## config.mk

```make
export PLATFORM = sky130hd
export DESIGN_NAME = encoder_position_scaling
export DESIGN_NICKNAME = d
export VERILOG_FILES = /design/src/rtl/enc_pos_pkg.sv /design/src/rtl/encoder_position_scaling.sv
export SDC_FILE = /design/constraint.sdc
export NUM_CORES = 2
export LEC_CHECK = 0
export BUFFER_PORTS_ARGS = -buffer_cell sky130_fd_sc_hd__buf_2
export CAP_MARGIN = 30
export CORE_MARGIN = 1.5
export CORE_UTILIZATION = 60
export CTS_CLUSTER_SIZE = 10
export DETAILED_ROUTE_END_ITERATION = 10
export PLACE_DENSITY = 0.77
export REMOVE_ABC_BUFFERS = 1
export SYNTH_ARGS = -nofsm -noshare
export SYNTH_HDL_FRONTEND = slang
export SYNTH_SLANG_ARGS = --single-unit
export TNS_END_PERCENT = 5
```

## constraint.sdc

```tcl
create_clock -name i_clock -period 51.8 [get_ports i_clock]
set_input_delay 10.36 -clock i_clock [delete_from_list [all_inputs] [get_ports i_clock]]
set_output_delay 10.36 -clock i_clock [all_outputs]
set_load 0.02 [all_outputs]
```

## src/rtl/enc_pos_pkg.sv

```systemverilog
package enc_pos_pkg;
  // ==========================================
  // object indices
  localparam logic [15:0] IDX_MFR_OFFSET = 16'h2001;
  localparam logic [15:0] IDX_OP_PARAMS = 16'h6000;
  localparam logic [15:0] IDX_STEPS_REV = 16'h6001;
  localparam logic [15:0] IDX_TOTAL_STEPS = 16'h6002;
  localparam logic [15:0] IDX_PRESET = 16'h6003;
  localparam logic [15:0] IDX_POSITION = 16'h6004;
  localparam logic [15:0] IDX_CYCLIC_TIMER = 16'h6200;
  localparam logic [15:0] IDX_OP_STATUS = 16'h6500;
  localparam logic [15:0] IDX_PHYS_RES = 16'h6501;
  localparam logic [15:0] IDX_OFFSET = 16'h6509;
  localparam logic [15:0] IDX_MFR_OFFSET_RO = 16'h650a;
  // ==========================================
  // operating parameter fields
  localparam int OP_DIR_BIT = 0;
  localparam int OP_HWCHK_BIT = 1;
  localparam int OP_SCALE_BIT = 2;
  localparam int OP_RESID_BIT = 12;
  localparam logic [15:0] OP_USED_MASK = 16'h1007;
  localparam logic [15:0] OP_PRESET_MASK = 16'h0005;
  localparam logic [15:0] OP_RESET = 16'h0000;
  // ==========================================
  // physical resolution of the code disc
  localparam int ST_BITS = 13;
  localparam int MT_BITS = 12;
  localparam int POS_BITS = ST_BITS + MT_BITS;
  localparam logic [31:0] PHYS_RES = 32'h0000_2000;
  localparam logic [31:0] PHYS_TOTAL = 32'h0200_0000;
  localparam logic [31:0] PRESET_DELETE = 32'hffff_ffff;
  // dividend: scaled position plus residual, one guard bit
  localparam int DVD_BITS = POS_BITS + 32 - ST_BITS + 1;
  localparam logic [5:0] DVD_LAST = 6'(DVD_BITS - 1);
  // ==========================================
  // timing
  localparam int CLK_PERIOD_NS = 5;
  localparam int MS_NS = 1000000;
  localparam int CYCLES_PER_MS = MS_NS / CLK_PERIOD_NS;
  // ==========================================
  // position pipeline states
  typedef enum logic [2:0] {
    ST_LOAD = 3'b001,
    ST_DIV = 3'b010,
    ST_ADJ = 3'b100
  } pos_state_t;
endpackage

```

## src/rtl/encoder_position_scaling.sv

```systemverilog
module encoder_position_scaling #(
  parameter int unsigned P_CYCLES_PER_MS = enc_pos_pkg::CYCLES_PER_MS
) (
  input wire logic i_clock,
  input wire logic i_sys_rst,
  input wire logic i_obj_wr,
  input wire logic i_obj_rd,
  input wire logic [15:0] i_obj_index,
  input wire logic [31:0] i_obj_wdata,
  input wire logic i_encoder_reset,
  input wire logic [enc_pos_pkg::POS_BITS-1:0] i_phys_pos,
  output logic [31:0] o_obj_rdata,
  output logic o_obj_done,
  output logic o_obj_abort,
  output logic [31:0] o_position,
  output logic o_hw_check_en,
  output logic o_resid_active,
  output logic o_pdo1_valid,
  output logic [31:0] o_pdo1_data,
  output logic o_nvm_save,
  output logic [31:0] o_nvm_residual
);
  import enc_pos_pkg::*;

  // ==========================================
  // state
  logic [15:0] op_r; // programmed operating parameters
  logic resid_active_r; // residual mode in force
  logic [31:0] steps_r; // steps per revolution
  logic [31:0] total_r; // total measuring steps
  logic [31:0] preset_r; // last accepted preset
  logic signed [31:0] offset_r; // preset-derived offset
  logic signed [31:0] mfr_offset_r; // manufacturer offset
  logic [15:0] timer_r; // cycle time in ms
  logic [31:0] pos_r; // published position
  logic [31:0] residual_r; // residual carried across wraps
  logic [31:0] span_mod_r; // one physical span mod total
  logic span_dirty_r; // span_mod_r needs recompute
  logic [1:0] prev_top_r; // top bits of last sample
  pos_state_t state_r;
  logic span_pass_r; // current division is the span
  logic [31:0] divisor_r;
  logic [31:0] rem_r;
  logic [DVD_BITS-1:0] dvd_r;
  logic [5:0] bit_cnt_r;
  logic nvm_save_r;
  logic [31:0] rdata_r;
  logic done_r;
  logic abort_r;
  logic [31:0] ms_cnt_r; // clock cycles within a ms
  logic [15:0] period_cnt_r; // ms within a cycle period
  logic pdo_valid_r;
  logic [31:0] pdo_data_r;

  // ==========================================
  // helpers
  // one correction step back into [0, t); callers keep
  // the argument within (-t, 2t)
  function automatic logic [31:0] wrap_fix(
    input logic signed [34:0] v,
    input logic [31:0] t
  );
    logic signed [34:0] ts;
    ts = signed'({3'b000, t});
    if (v < 0) begin
      return 32'(v + ts);
    end else if (v >= ts) begin
      return 32'(v - ts);
    end
    return 32'(v);
  endfunction

  // ==========================================
  // effective scaling
  logic [31:0] scale_ratio_num; // numerator of scale_ratio
  logic [31:0] eff_total; // wrap point of the output
  logic [POS_BITS-1:0] phys_dir; // direction-corrected raw
  logic [POS_BITS+31:0] product;
  logic [DVD_BITS-1:0] dividend;
  logic [DVD_BITS-1:0] span_full;
  logic [1:0] cur_top;
  logic cross_fwd;
  logic cross_bwd;

  // bypass hands the raw position through unscaled
  assign scale_ratio_num = op_r[OP_SCALE_BIT] ? steps_r : PHYS_RES;
  assign eff_total = op_r[OP_SCALE_BIT] ? total_r : PHYS_TOTAL;
  // ccw counting is the mirror image of the disc code
  assign phys_dir = op_r[OP_DIR_BIT] ? ~i_phys_pos : i_phys_pos;
  // divide by a power-of-two resolution is a shift
  assign product = (POS_BITS+32)'(phys_dir) *
                   (POS_BITS+32)'(scale_ratio_num);
  assign dividend = DVD_BITS'(product[POS_BITS+31:ST_BITS]) +
                    (resid_active_r ? DVD_BITS'(residual_r)
                                    : DVD_BITS'(0));
  // scaled length of the full physical range
  assign span_full = DVD_BITS'({scale_ratio_num, {MT_BITS{1'b0}}});
  assign cur_top = phys_dir[POS_BITS-1 -: 2];
  assign cross_fwd = (prev_top_r == 2'b11) && (cur_top == 2'b00);
  assign cross_bwd = (prev_top_r == 2'b00) && (cur_top == 2'b11);

  // ==========================================
  // object write decode
  logic wr_ok; // write accepted
  logic clr_preset; // write wipes the preset
  logic cfg_change; // write alters the span
  always_comb begin
    wr_ok = 1'b0;
    clr_preset = 1'b0;
    cfg_change = 1'b0;
    case (i_obj_index)
      IDX_OP_PARAMS: begin
        wr_ok = 1'b1;
        clr_preset = |((i_obj_wdata[15:0] ^ op_r) &
                       OP_PRESET_MASK);
        cfg_change = 1'b1;
      end
      IDX_STEPS_REV: begin
        wr_ok = (i_obj_wdata <= PHYS_RES);
        clr_preset = (i_obj_wdata != steps_r);
        cfg_change = 1'b1;
      end
      IDX_TOTAL_STEPS: begin
        wr_ok = (i_obj_wdata <= PHYS_TOTAL);
        clr_preset = (i_obj_wdata != total_r);
        cfg_change = 1'b1;
      end
      IDX_PRESET: begin
        wr_ok = (i_obj_wdata == PRESET_DELETE) ||
                (i_obj_wdata <= eff_total);
      end
      IDX_CYCLIC_TIMER: begin
        wr_ok = 1'b1; // full 16-bit range, upper bits dropped
      end
      IDX_MFR_OFFSET: begin
        wr_ok = 1'b1;
      end
      default: begin
        wr_ok = 1'b0; // read-only or unmapped
      end
    endcase
  end

  logic do_wr;
  assign do_wr = i_obj_wr && wr_ok;

  // ==========================================
  // object read mux
  logic rd_ok;
  logic [31:0] rd_val;
  always_comb begin
    rd_ok = 1'b1;
    rd_val = 32'h0000_0000;
    case (i_obj_index)
      IDX_OP_PARAMS: rd_val = {16'h0000, op_r};
      IDX_STEPS_REV: rd_val = steps_r;
      IDX_TOTAL_STEPS: rd_val = total_r;
      IDX_PRESET: rd_val = preset_r;
      IDX_POSITION: rd_val = pos_r;
      IDX_CYCLIC_TIMER: rd_val = {16'h0000, timer_r};
      IDX_OP_STATUS: rd_val = {16'h0000, op_r};
      IDX_PHYS_RES: rd_val = PHYS_RES;
      IDX_OFFSET: rd_val = offset_r;
      IDX_MFR_OFFSET, IDX_MFR_OFFSET_RO: rd_val = mfr_offset_r;
      default: rd_ok = 1'b0;
    endcase
  end

  // ==========================================
  // object answer, one cycle after the strobe
  // a write strobe wins when both strobes arrive together
  always_ff @(posedge i_clock or posedge i_sys_rst) begin
    if (i_sys_rst) begin
      done_r <= 1'b0;
      abort_r <= 1'b0;
      rdata_r <= 32'h0000_0000;
    end else begin
      done_r <= i_obj_wr || i_obj_rd;
      if (i_obj_wr) begin
        abort_r <= !wr_ok;
        rdata_r <= 32'h0000_0000;
      end else if (i_obj_rd) begin
        abort_r <= !rd_ok;
        rdata_r <= rd_val;
      end else begin
        abort_r <= 1'b0;
      end
    end
  end

  // ==========================================
  // configuration objects
  always_ff @(posedge i_clock or posedge i_sys_rst) begin
    if (i_sys_rst) begin
      op_r <= OP_RESET;
      steps_r <= PHYS_RES;
      total_r <= PHYS_TOTAL;
      preset_r <= 32'h0000_0000;
      offset_r <= 32'sh0000_0000;
      mfr_offset_r <= 32'sh0000_0000;
      timer_r <= 16'h0000;
    end else if (do_wr) begin
      case (i_obj_index)
        IDX_OP_PARAMS: op_r <= i_obj_wdata[15:0] & OP_USED_MASK;
        IDX_STEPS_REV: steps_r <= i_obj_wdata;
        IDX_TOTAL_STEPS: total_r <= i_obj_wdata;
        IDX_CYCLIC_TIMER: timer_r <= i_obj_wdata[15:0];
        IDX_MFR_OFFSET: mfr_offset_r <= i_obj_wdata;
        default: begin
        end
      endcase
      if (i_obj_index == IDX_PRESET) begin
        if (i_obj_wdata == PRESET_DELETE) begin
          preset_r <= 32'h0000_0000;
          offset_r <= 32'sh0000_0000;
        end else begin
          // shift the shown position onto the preset
          preset_r <= i_obj_wdata;
          offset_r <= offset_r + signed'(i_obj_wdata) -
                      signed'(pos_r);
        end
      end else if (clr_preset) begin
        preset_r <= 32'h0000_0000;
        offset_r <= 32'sh0000_0000;
      end
    end
  end

  // ==========================================
  // residual mode: the bit only lands on an encoder reset
  always_ff @(posedge i_clock or posedge i_sys_rst) begin
    if (i_sys_rst) begin
      resid_active_r <= 1'b0;
    end else if (i_encoder_reset) begin
      resid_active_r <= op_r[OP_RESID_BIT];
    end
  end

  // ==========================================
  // position pipeline: load, modulo by shifting, adjust
  // ~47 cycles per update trades latency for one small
  // subtractor instead of a full-width divider
  always_ff @(posedge i_clock or posedge i_sys_rst) begin
    if (i_sys_rst) begin
      state_r <= ST_LOAD;
      span_pass_r <= 1'b0;
      divisor_r <= 32'h0000_0000;
      rem_r <= 32'h0000_0000;
      dvd_r <= '0;
      bit_cnt_r <= 6'h00;
      pos_r <= 32'h0000_0000;
      span_dirty_r <= 1'b1;
    end else begin
      case (state_r)
        ST_LOAD: begin
          divisor_r <= eff_total;
          rem_r <= 32'h0000_0000;
          bit_cnt_r <= 6'h00;
          span_pass_r <= span_dirty_r;
          dvd_r <= span_dirty_r ? span_full : dividend;
          state_r <= ST_DIV;
        end
        ST_DIV: begin
          // restoring step, remainder only
          if ({rem_r, dvd_r[DVD_BITS-1]} >= {1'b0, divisor_r}) begin
            rem_r <= 32'({rem_r, dvd_r[DVD_BITS-1]} -
                         {1'b0, divisor_r});
          end else begin
            rem_r <= {rem_r[30:0], dvd_r[DVD_BITS-1]};
          end
          dvd_r <= {dvd_r[DVD_BITS-2:0], 1'b0};
          bit_cnt_r <= bit_cnt_r + 6'h01;
          if (bit_cnt_r == DVD_LAST) begin
            state_r <= ST_ADJ;
          end
        end
        ST_ADJ: begin
          if (!span_pass_r) begin
            // a zero total leaves no room: hold at zero
            if (divisor_r == 32'h0000_0000) begin
              pos_r <= 32'h0000_0000;
            end else begin
              pos_r <= wrap_fix(35'(rem_r) + 35'(offset_r) +
                                35'(mfr_offset_r),
                                divisor_r);
            end
          end
          state_r <= ST_LOAD;
        end
        default: begin
          state_r <= ST_LOAD;
        end
      endcase
      // a fresh change beats the clear of the finished pass
      if (do_wr && cfg_change) begin
        span_dirty_r <= 1'b1;
      end else if (state_r == ST_ADJ && span_pass_r) begin
        span_dirty_r <= 1'b0;
      end
    end
  end

  // span result is taken straight from the divider
  always_ff @(posedge i_clock or posedge i_sys_rst) begin
    if (i_sys_rst) begin
      span_mod_r <= 32'h0000_0000;
    end else if (state_r == ST_ADJ && span_pass_r) begin
      span_mod_r <= (divisor_r == 32'h0000_0000) ? 32'h0000_0000
                                                 : rem_r;
    end
  end

  // ==========================================
  // residual bookkeeping at physical zero crossings
  // sampled once per pass, so the shaft must not sweep a
  // quarter of the range within one pass
  always_ff @(posedge i_clock or posedge i_sys_rst) begin
    if (i_sys_rst) begin
      prev_top_r <= 2'b00;
      residual_r <= 32'h0000_0000;
      nvm_save_r <= 1'b0;
    end else begin
      nvm_save_r <= 1'b0;
      if (state_r == ST_LOAD) begin
        prev_top_r <= cur_top;
        if (resid_active_r && cross_fwd) begin
          residual_r <= wrap_fix(35'(residual_r) + 35'(span_mod_r),
                                 eff_total);
          nvm_save_r <= 1'b1;
        end else if (resid_active_r && cross_bwd) begin
          residual_r <= wrap_fix(35'(residual_r) - 35'(span_mod_r),
                                 eff_total);
          nvm_save_r <= 1'b1;
        end
      end
    end
  end

  // ==========================================
  // transmission pacing for the first process data object
  logic timer_kick; // zero to nonzero write
  logic ms_tick;
  assign timer_kick = do_wr && (i_obj_index == IDX_CYCLIC_TIMER) &&
                      (timer_r == 16'h0000) &&
                      (i_obj_wdata[15:0] != 16'h0000);
  assign ms_tick = (ms_cnt_r == 32'(P_CYCLES_PER_MS - 1));

  always_ff @(posedge i_clock or posedge i_sys_rst) begin
    if (i_sys_rst) begin
      ms_cnt_r <= 32'h0000_0000;
      period_cnt_r <= 16'h0000;
    end else if (timer_r == 16'h0000 || timer_kick) begin
      ms_cnt_r <= 32'h0000_0000;
      period_cnt_r <= 16'h0000;
    end else if (ms_tick) begin
      ms_cnt_r <= 32'h0000_0000;
      if (period_cnt_r + 16'h0001 >= timer_r) begin
        period_cnt_r <= 16'h0000;
      end else begin
        period_cnt_r <= period_cnt_r + 16'h0001;
      end
    end else begin
      ms_cnt_r <= ms_cnt_r + 32'h0000_0001;
    end
  end

  logic period_end;
  assign period_end = (timer_r != 16'h0000) && ms_tick &&
                      (period_cnt_r + 16'h0001 >= timer_r);

  // timer zero means send whenever the position moves
  always_ff @(posedge i_clock or posedge i_sys_rst) begin
    if (i_sys_rst) begin
      pdo_valid_r <= 1'b0;
      pdo_data_r <= 32'h0000_0000;
    end else begin
      pdo_valid_r <= 1'b0;
      if (timer_kick || period_end) begin
        pdo_valid_r <= 1'b1;
        pdo_data_r <= pos_r;
      end else if (timer_r == 16'h0000 && pos_r != pdo_data_r) begin
        pdo_valid_r <= 1'b1;
        pdo_data_r <= pos_r;
      end
    end
  end

  // ==========================================
  // outputs; byte 0 of each word is bits 7..0
  assign o_obj_rdata = rdata_r;
  assign o_obj_done = done_r;
  assign o_obj_abort = abort_r;
  assign o_position = pos_r;
  assign o_hw_check_en = op_r[OP_HWCHK_BIT];
  assign o_resid_active = resid_active_r;
  assign o_pdo1_valid = pdo_valid_r;
  assign o_pdo1_data = pdo_data_r;
  assign o_nvm_save = nvm_save_r;
  assign o_nvm_residual = residual_r;
endmodule

```

# --- Word-level counts from Yosys, hierarchy flattened ---
# Index checks and enable logic that the tools add are counted.
totals:
  register_bits: 515
  mem_bits_ro: 0
  in_bits: 78
  ram_bits: 0
  latchBits: 0
  n_memories: 0
op_classes:
  add_sub_neg: 17
  n_reduce_logical: 46
  n_lt_le_gt_ge: 11
  multipliers: 1
  n_div: 0
  eq_ne: 23
  bitwise: 3
  shifts: 0
  mux: 66
ops:
  columns: ["operator", "n"]
  rows:
  - ["32-bit two-way mux", 28]
  - ["32-bit case mux with 9 select lines", 1]
  - ["16-bit by 15-bit == test with 1-bit output (second input constant)", 10]
  - ["32-bit subtractor", 5]
  - ["32-bit adder", 4]
  - ["32-bit != test", 3]
  - ["45-bit case mux with 2 select lines", 1]
  - ["33-bit by 32-bit >= comparator with 1-bit output", 2]
  - ["33-bit by 1-bit less-than comparator with 1-bit output (second input constant)", 2]
  - ["32-bit case mux with 2 select lines", 1]
  - ["25-bit by 32-bit multiplier with 57-bit output", 1]
  - ["16-bit two-way mux", 3]
  - ["44-bit by 32-bit adder with 45-bit output", 1]
  - ["45-bit two-way mux", 1]
  - ["34-bit by 32-bit adder with 35-bit output", 1]
  - ["35-bit by 33-bit >= comparator with 1-bit output", 1]
  - ["35-bit by 1-bit less-than comparator with 1-bit output (second input constant)", 1]
  - ["33-bit by 32-bit adder with 34-bit output", 1]
  - ["32-bit by 32-bit adder with 33-bit output", 1]
  - ["33-bit >= comparator", 1]
  - ["32-bit by 32-bit subtractor with 33-bit output", 1]
  - ["32-bit by 1-bit adder with 32-bit output (second input constant)", 1]
  - ["32-bit by 18-bit == test with 1-bit output (second input constant)", 1]
  - ["32-bit == test (second input constant)", 1]
  - ["other kinds (35)", 94]

# --- Logic depth before layout (Yosys ltp) ---
logic_depth:
  ltp_word: 11
  ltp_mapped: 45

# --- Worst setup path before layout ---
# OpenSTA, ideal clock, no wires.
synth_path:
  kind: "input-to-reg"
  startpoint: "in i_phys_pos[1] (netlist name)"
  endpoint: "reg dvd_r[42]"
  path_stages: 38
  arrival_time_ps: 19412
  path_buffers: 4
  slack_ps: 32262
  setup_ps: 126
  cell_sequence: "xnor2_1 clkbuf_1 clkbuf_1 nor2_1 fa_1 fa_1 inv_1 fa_1 fa_1 fa_1 inv_1 fa_1 inv_1 fa_1 inv_1 ha_1 nand2_1 o21ai_0 [2 not listed] or4b_1 clkbuf_1 and3_1 o21ai_0 a21oi_1 xnor2_1 ha_1 clkbuf_1 and2_1 a221o_1 a211oi_1 o21bai_1 a21o_1 a41oi_1 o21ba_2 or3b_1 xnor2_1 a221o_1"
synth_between:
  elab_chain_len: 6
synth_rtl:
  columns: ["item", "line_no", "source"]
  rows:
  - ["from (decl)", "encoder_position_scaling.sv:11", "input wire logic [enc_pos_pkg::POS_BITS-1:0] i_phys_pos,"]
  - ["25-bit NOT", "encoder_position_scaling.sv:89", "assign phys_dir = op_r[OP_DIR_BIT] ? ~i_phys_pos : i_phys_pos;"]
  - ["25-bit two-way mux (*)", "encoder_position_scaling.sv:89", null]
  - ["25-bit by 32-bit multiplier with 57-bit output (*)", "encoder_position_scaling.sv:91", "assign product = (POS_BITS+32)'(phys_dir) *"]
  - ["44-bit by 32-bit adder with 45-bit output (*)", "encoder_position_scaling.sv:93", "assign dividend = DVD_BITS'(product[POS_BITS+31:ST_BITS]) +"]
  - ["45-bit two-way mux (*)", "encoder_position_scaling.sv:260", "dvd_r <= span_dirty_r ? span_full : dividend;"]
  - ["45-bit case mux with 2 select lines (*)", "encoder_position_scaling.sv:254", "case (state_r)"]
  - ["to (signal assigned)", "encoder_position_scaling.sv:260", null]
  - ["to (signal assigned)", "encoder_position_scaling.sv:271", "dvd_r <= {dvd_r[DVD_BITS-2:0], 1'b0};"]
  - ["to (decl)", "encoder_position_scaling.sv:44", "logic [DVD_BITS-1:0] dvd_r;"]
# Mark *: on every way between the ends. The rest lies on a longest branch, timed or not.
# A chain may end at the register's enable or synchronous reset.

# --- Final worst setup path ---
# Ends and elaborated chain as after synthesis.

==> flow_metrics.env <==
export IMPL_finalCritPeriodShare_pct=38.89
export IMPL_synth_cell_type_count=85
export IMPL_crit_required_ns=52.33
export IMPL_drive_above_1_share_pct=7.083
export IMPL_period_needed_ns=20.15
export IMPL_die_area_mm2=0.1171
export IMPL_max_stage_delay_ns=0.70
export IMPL_via_per_inst=6.349
export IMPL_drt_iter0_drc=6341
export IMPL_clk_root_buffer_cell="clkbuf_16"
export IMPL_reg2reg_slack_ns=39.69
export IMPL_crit_type="input port to register"
export IMPL_area_growth_synth_to_final_pct=7.936
export IMPL_antenna_found_initial=16
export IMPL_slowest_stage="or4b_1"
export IMPL_clock_sinks=515
export IMPL_io_pins=212
export IMPL_cts_tree="built"
export IMPL_maxSlewViolCount=0
export IMPL_clk_pin_slew_worst_paths_ns=0.06
export IMPL_syn_inst=8197
export IMPL_p_sw_share_pct=39.59
export IMPL_wl_um=256500
export IMPL_start_util_pct=60.46
export IMPL_status="finished, final reports clean"
export IMPL_maxCapViolCount=0
export IMPL_track_usage_pct=43.89
export IMPL_grt_overflow_total=0
export IMPL_netlist_area_mm2=0.06904
export IMPL_p_leak_nw=37.01
export IMPL_tightest_slew_ns=1.083
export IMPL_report_final_hold_viol_count=0
export IMPL_clock_skew_ns=0.03858
export IMPL_num_rows=124
export IMPL_core_area_mm2=0.1142
export IMPL_pwr_density_cell_mw_per_mm2=19.89
export IMPL_grt_first_pass_wirelength_um=384100
export IMPL_setup_worst_path_start_class="input port"
export IMPL_ctsHoldBuffers=0
export IMPL_grt_pass1_vias=62210
export IMPL_endpoint_kind="register"
export IMPL_nFillCells=9785
export IMPL_cts_setup_buffers=0
export IMPL_p_switching_mw=0.5867
export IMPL_nets=9708
export IMPL_p_clk_share_pct=32.5
export IMPL_ys_seq_area_share_pct=18.67
export IMPL_num_vias=62420
export IMPL_crit_path_frequent_cell="fa_1"
export IMPL_syn_avg_cell_area_um2=8.423
export IMPL_whs_path_depth=2
export IMPL_cts_resized_gates=0
export IMPL_drc=0
export IMPL_hold_path_class="register to register"
export IMPL_die_h_um=342.2
export IMPL_slew_headroom_pct=27.79
export IMPL_ant_nets=0
export IMPL_port_buffers=211
export IMPL_achievable_frequency_mhz=49.63
export IMPL_vdd_drop_max_mv=0.1097
export IMPL_rr_startpoint="op_r[2]$_DFFE_PP0P_"
export IMPL_r2r_end="dvd_r[42]$_DFFE_PP0N_"
export IMPL_dieWidth_um=342.2
export IMPL_finalSetupTns_ns=0
export IMPL_ys_ff_latch=515
export IMPL_yosys_warnings=0
export IMPL_synthArstFlopShare_pct=100.0
export IMPL_stdcell_area_mm2=0.07452
export IMPL_worstSkewPairLatency_ns=0.66
export IMPL_seqPwrFrac_pct=27.4
export IMPL_wl_per_cell_um=26.10
export IMPL_rsz0062_at_grt="false"
export IMPL_p_int_mw=0.8951
export IMPL_max_clock_path_buffers=3
export IMPL_cp_arrival_ns=20.67
export IMPL_h_tree_depth=3
export IMPL_synth_edf_count=0
export IMPL_critical_path_max_fanout=30
export IMPL_min_from="o_obj_rdata[8]$_DFFE_PP0P_"
export IMPL_whs_endpoint="o_obj_rdata[8]$_DFFE_PP0P_"
export IMPL_gp_congestion=1.031
export IMPL_comb_power_share_pct=40.0
export IMPL_setup_viol=0
export IMPL_ys_flop_type="dfrtp_1"
export IMPL_holdWs_ns=0.4794
export IMPL_grt_max_degree=155
export IMPL_worstRegToRegCells=35
export IMPL_place_area_mm2=0.07213
export IMPL_dr_pass1_iters=6
export IMPL_cts_buffers=68
export IMPL_hpwl_um=205200
==> cell families (layout without fill, tap and decap cells) <==
logic type | Yosys count | after routing | share of synthesized area (%)
muxes | 149 | 149 | 2.251
other | 0 | 3 | 0
adders and majority gates | 1356 | 1356 | 32.82
and+or+nand+nor | 2482 | 2482 | 15.87
xor gates and xnor gates | 509 | 509 | 6.477
DFF | 515 | 515 | 18.67
buffers and inverters | 1470 | 1589 | 8.028
AOI/OAI and AO/OA | 1716 | 1716 | 15.88
==> state kept, by name, summed over array words and instances (netlist names), 4 cells and up <==
name / cells
dvd_r: 45
divisor_r: 32
mfr_offset_r: 32
ms_cnt_r: 32
o_nvm_residual: 32
o_obj_rdata: 32
o_pdo1_data: 32
o_position: 32
offset_r: 32
preset_r: 32
rem_r: 32
span_mod_r: 32
steps_r: 32
total_r: 32
period_cnt_r: 16
timer_r: 16
bit_cnt_r: 6
op_r: 4
==> worst max-delay path by stage <==
stage	to	cells after the start	slack [ns]	startpoint
after floorplan	bit_cnt_r[0]$_DFFE_PP0N_	1	27.06	i_sys_rst
after global routing	dvd_r[30]$_DFFE_PP0N_	37	31.35	i_phys_pos[1]
after global placement	dvd_r[42]$_DFFE_PP0N_	35	31.15	i_phys_pos[10]
after detailed placement	dvd_r[42]$_DFFE_PP0N_	36	31.29	i_phys_pos[1]
after CTS	dvd_r[42]$_DFFE_PP0N_	36	31.88	i_phys_pos[1]
final	dvd_r[42]$_DFFE_PP0N_	36	31.65	i_phys_pos[1]
==> metal layers <==
metal | GRT usage, % | routed length (um) | vias up
met5 | 0 | 102 | -
met4 | 29.47 | 21080 | 16
met3 | 10.04 | 25020 | 917
met2 | 69.00 | 115600 | 3374
met1 | 54.00 | 94760 | 30830
li1 | - | - | 27290
==> worst max-delay path, delay by kind of cell <==
family                   cells  cell delay (ns)
XOR/XNOR                     3             0.41
AO/OA/AOI/OAI               10             2.80
adder cells (fa/ha/maj)      9             4.33
buffers and inverters        6             0.82
AND/OR/NAND/NOR              8             1.92
==> metrics by stage <==
step / power [mW] / utilization (%) / setup WS (ns) / cells
after floorplan: 0.8241 / - / 27.06 / 7847
after detailed placement: 0.9897 / 63.17 / 31.29 / 9708
after global placement: 0.9851 / 62.86 / 31.15 / 9687
after global routing: 1.549 / 65.25 / 31.35 / 9829
final: 1.482 / 65.26 / 31.65 / 9831
after CTS: 1.470 / 65.08 / 31.88 / 9820
==> power groups by stage <==
| stage | Clock (mW) | Combinational (mW) | Sequential [mW] |
|---|---|---|---|
| after floorplan | 0 | 0.411 | 0.413 |
| after global placement | 0 | 0.572 | 0.413 |
| after detailed placement | 0 | 0.576 | 0.413 |
| after CTS | 0.485 | 0.579 | 0.406 |
| after global routing | 0.500 | 0.643 | 0.406 |
| final | 0.482 | 0.593 | 0.406 |
==> cell usage after synthesis, drive strengths merged (63+ instances only) <==
cell type  number  share of area, %
a21oi         377               2.7
xor2          160               2.0
o21bai         72              0.78
nand2        1072               5.8
o21ai         547               4.0
a22oi          63              0.69
nor3           91              0.68
clkbuf        329               1.8
nand4          91              0.82
mux2i          99               1.4
fa            758                22
xnor2         348               4.4
ha            598                11
nand3         107              0.78
a21o          177               1.9
nor2          716               3.9
and2          103              0.93
inv          1119               6.1
dfrtp         511                19
==> layout make-up <==
class / count / area, um^2 / share of cell area, %
Sequential cell: 515 / 12900 / 17.31
Timing Repair Buffer: 357 / 2490 / 3.341
Tap cell: 1512 / 1892 / 2.539
Clock inverter: 20 / 346.6 / 0.4651
Antenna cell: 3 / 7.507 / 0.01007
Multi-Input combinational cell: 6212 / 50830 / 68.21
Inverter: 1120 / 4212 / 5.652
Clock buffer: 92 / 1842 / 2.472
==> cell usage in the layout, fill, tap and decap left out, drive strengths merged, types with 26 or more instances in the layout <==
cell	n
nor3	91
a221o	26
a221oi	50
xnor2	348
o21ai	547
mux2i	99
a31oi	40
a21oi	377
o21bai	72
nand4	91
o211ai	32
nand3	107
buf	353
a211oi	57
nor2	716
fa	758
or3	31
a22o	41
nor4	45
inv	1123
nor2b	44
nand2b	56
a21o	177
xor2	160
ha	598
and2	103
o21a	40
a22oi	63
mux2	50
and3	47
nand2	1072
dfrtp	511
clkbuf	95
Power figures use the tool's default switching activity.
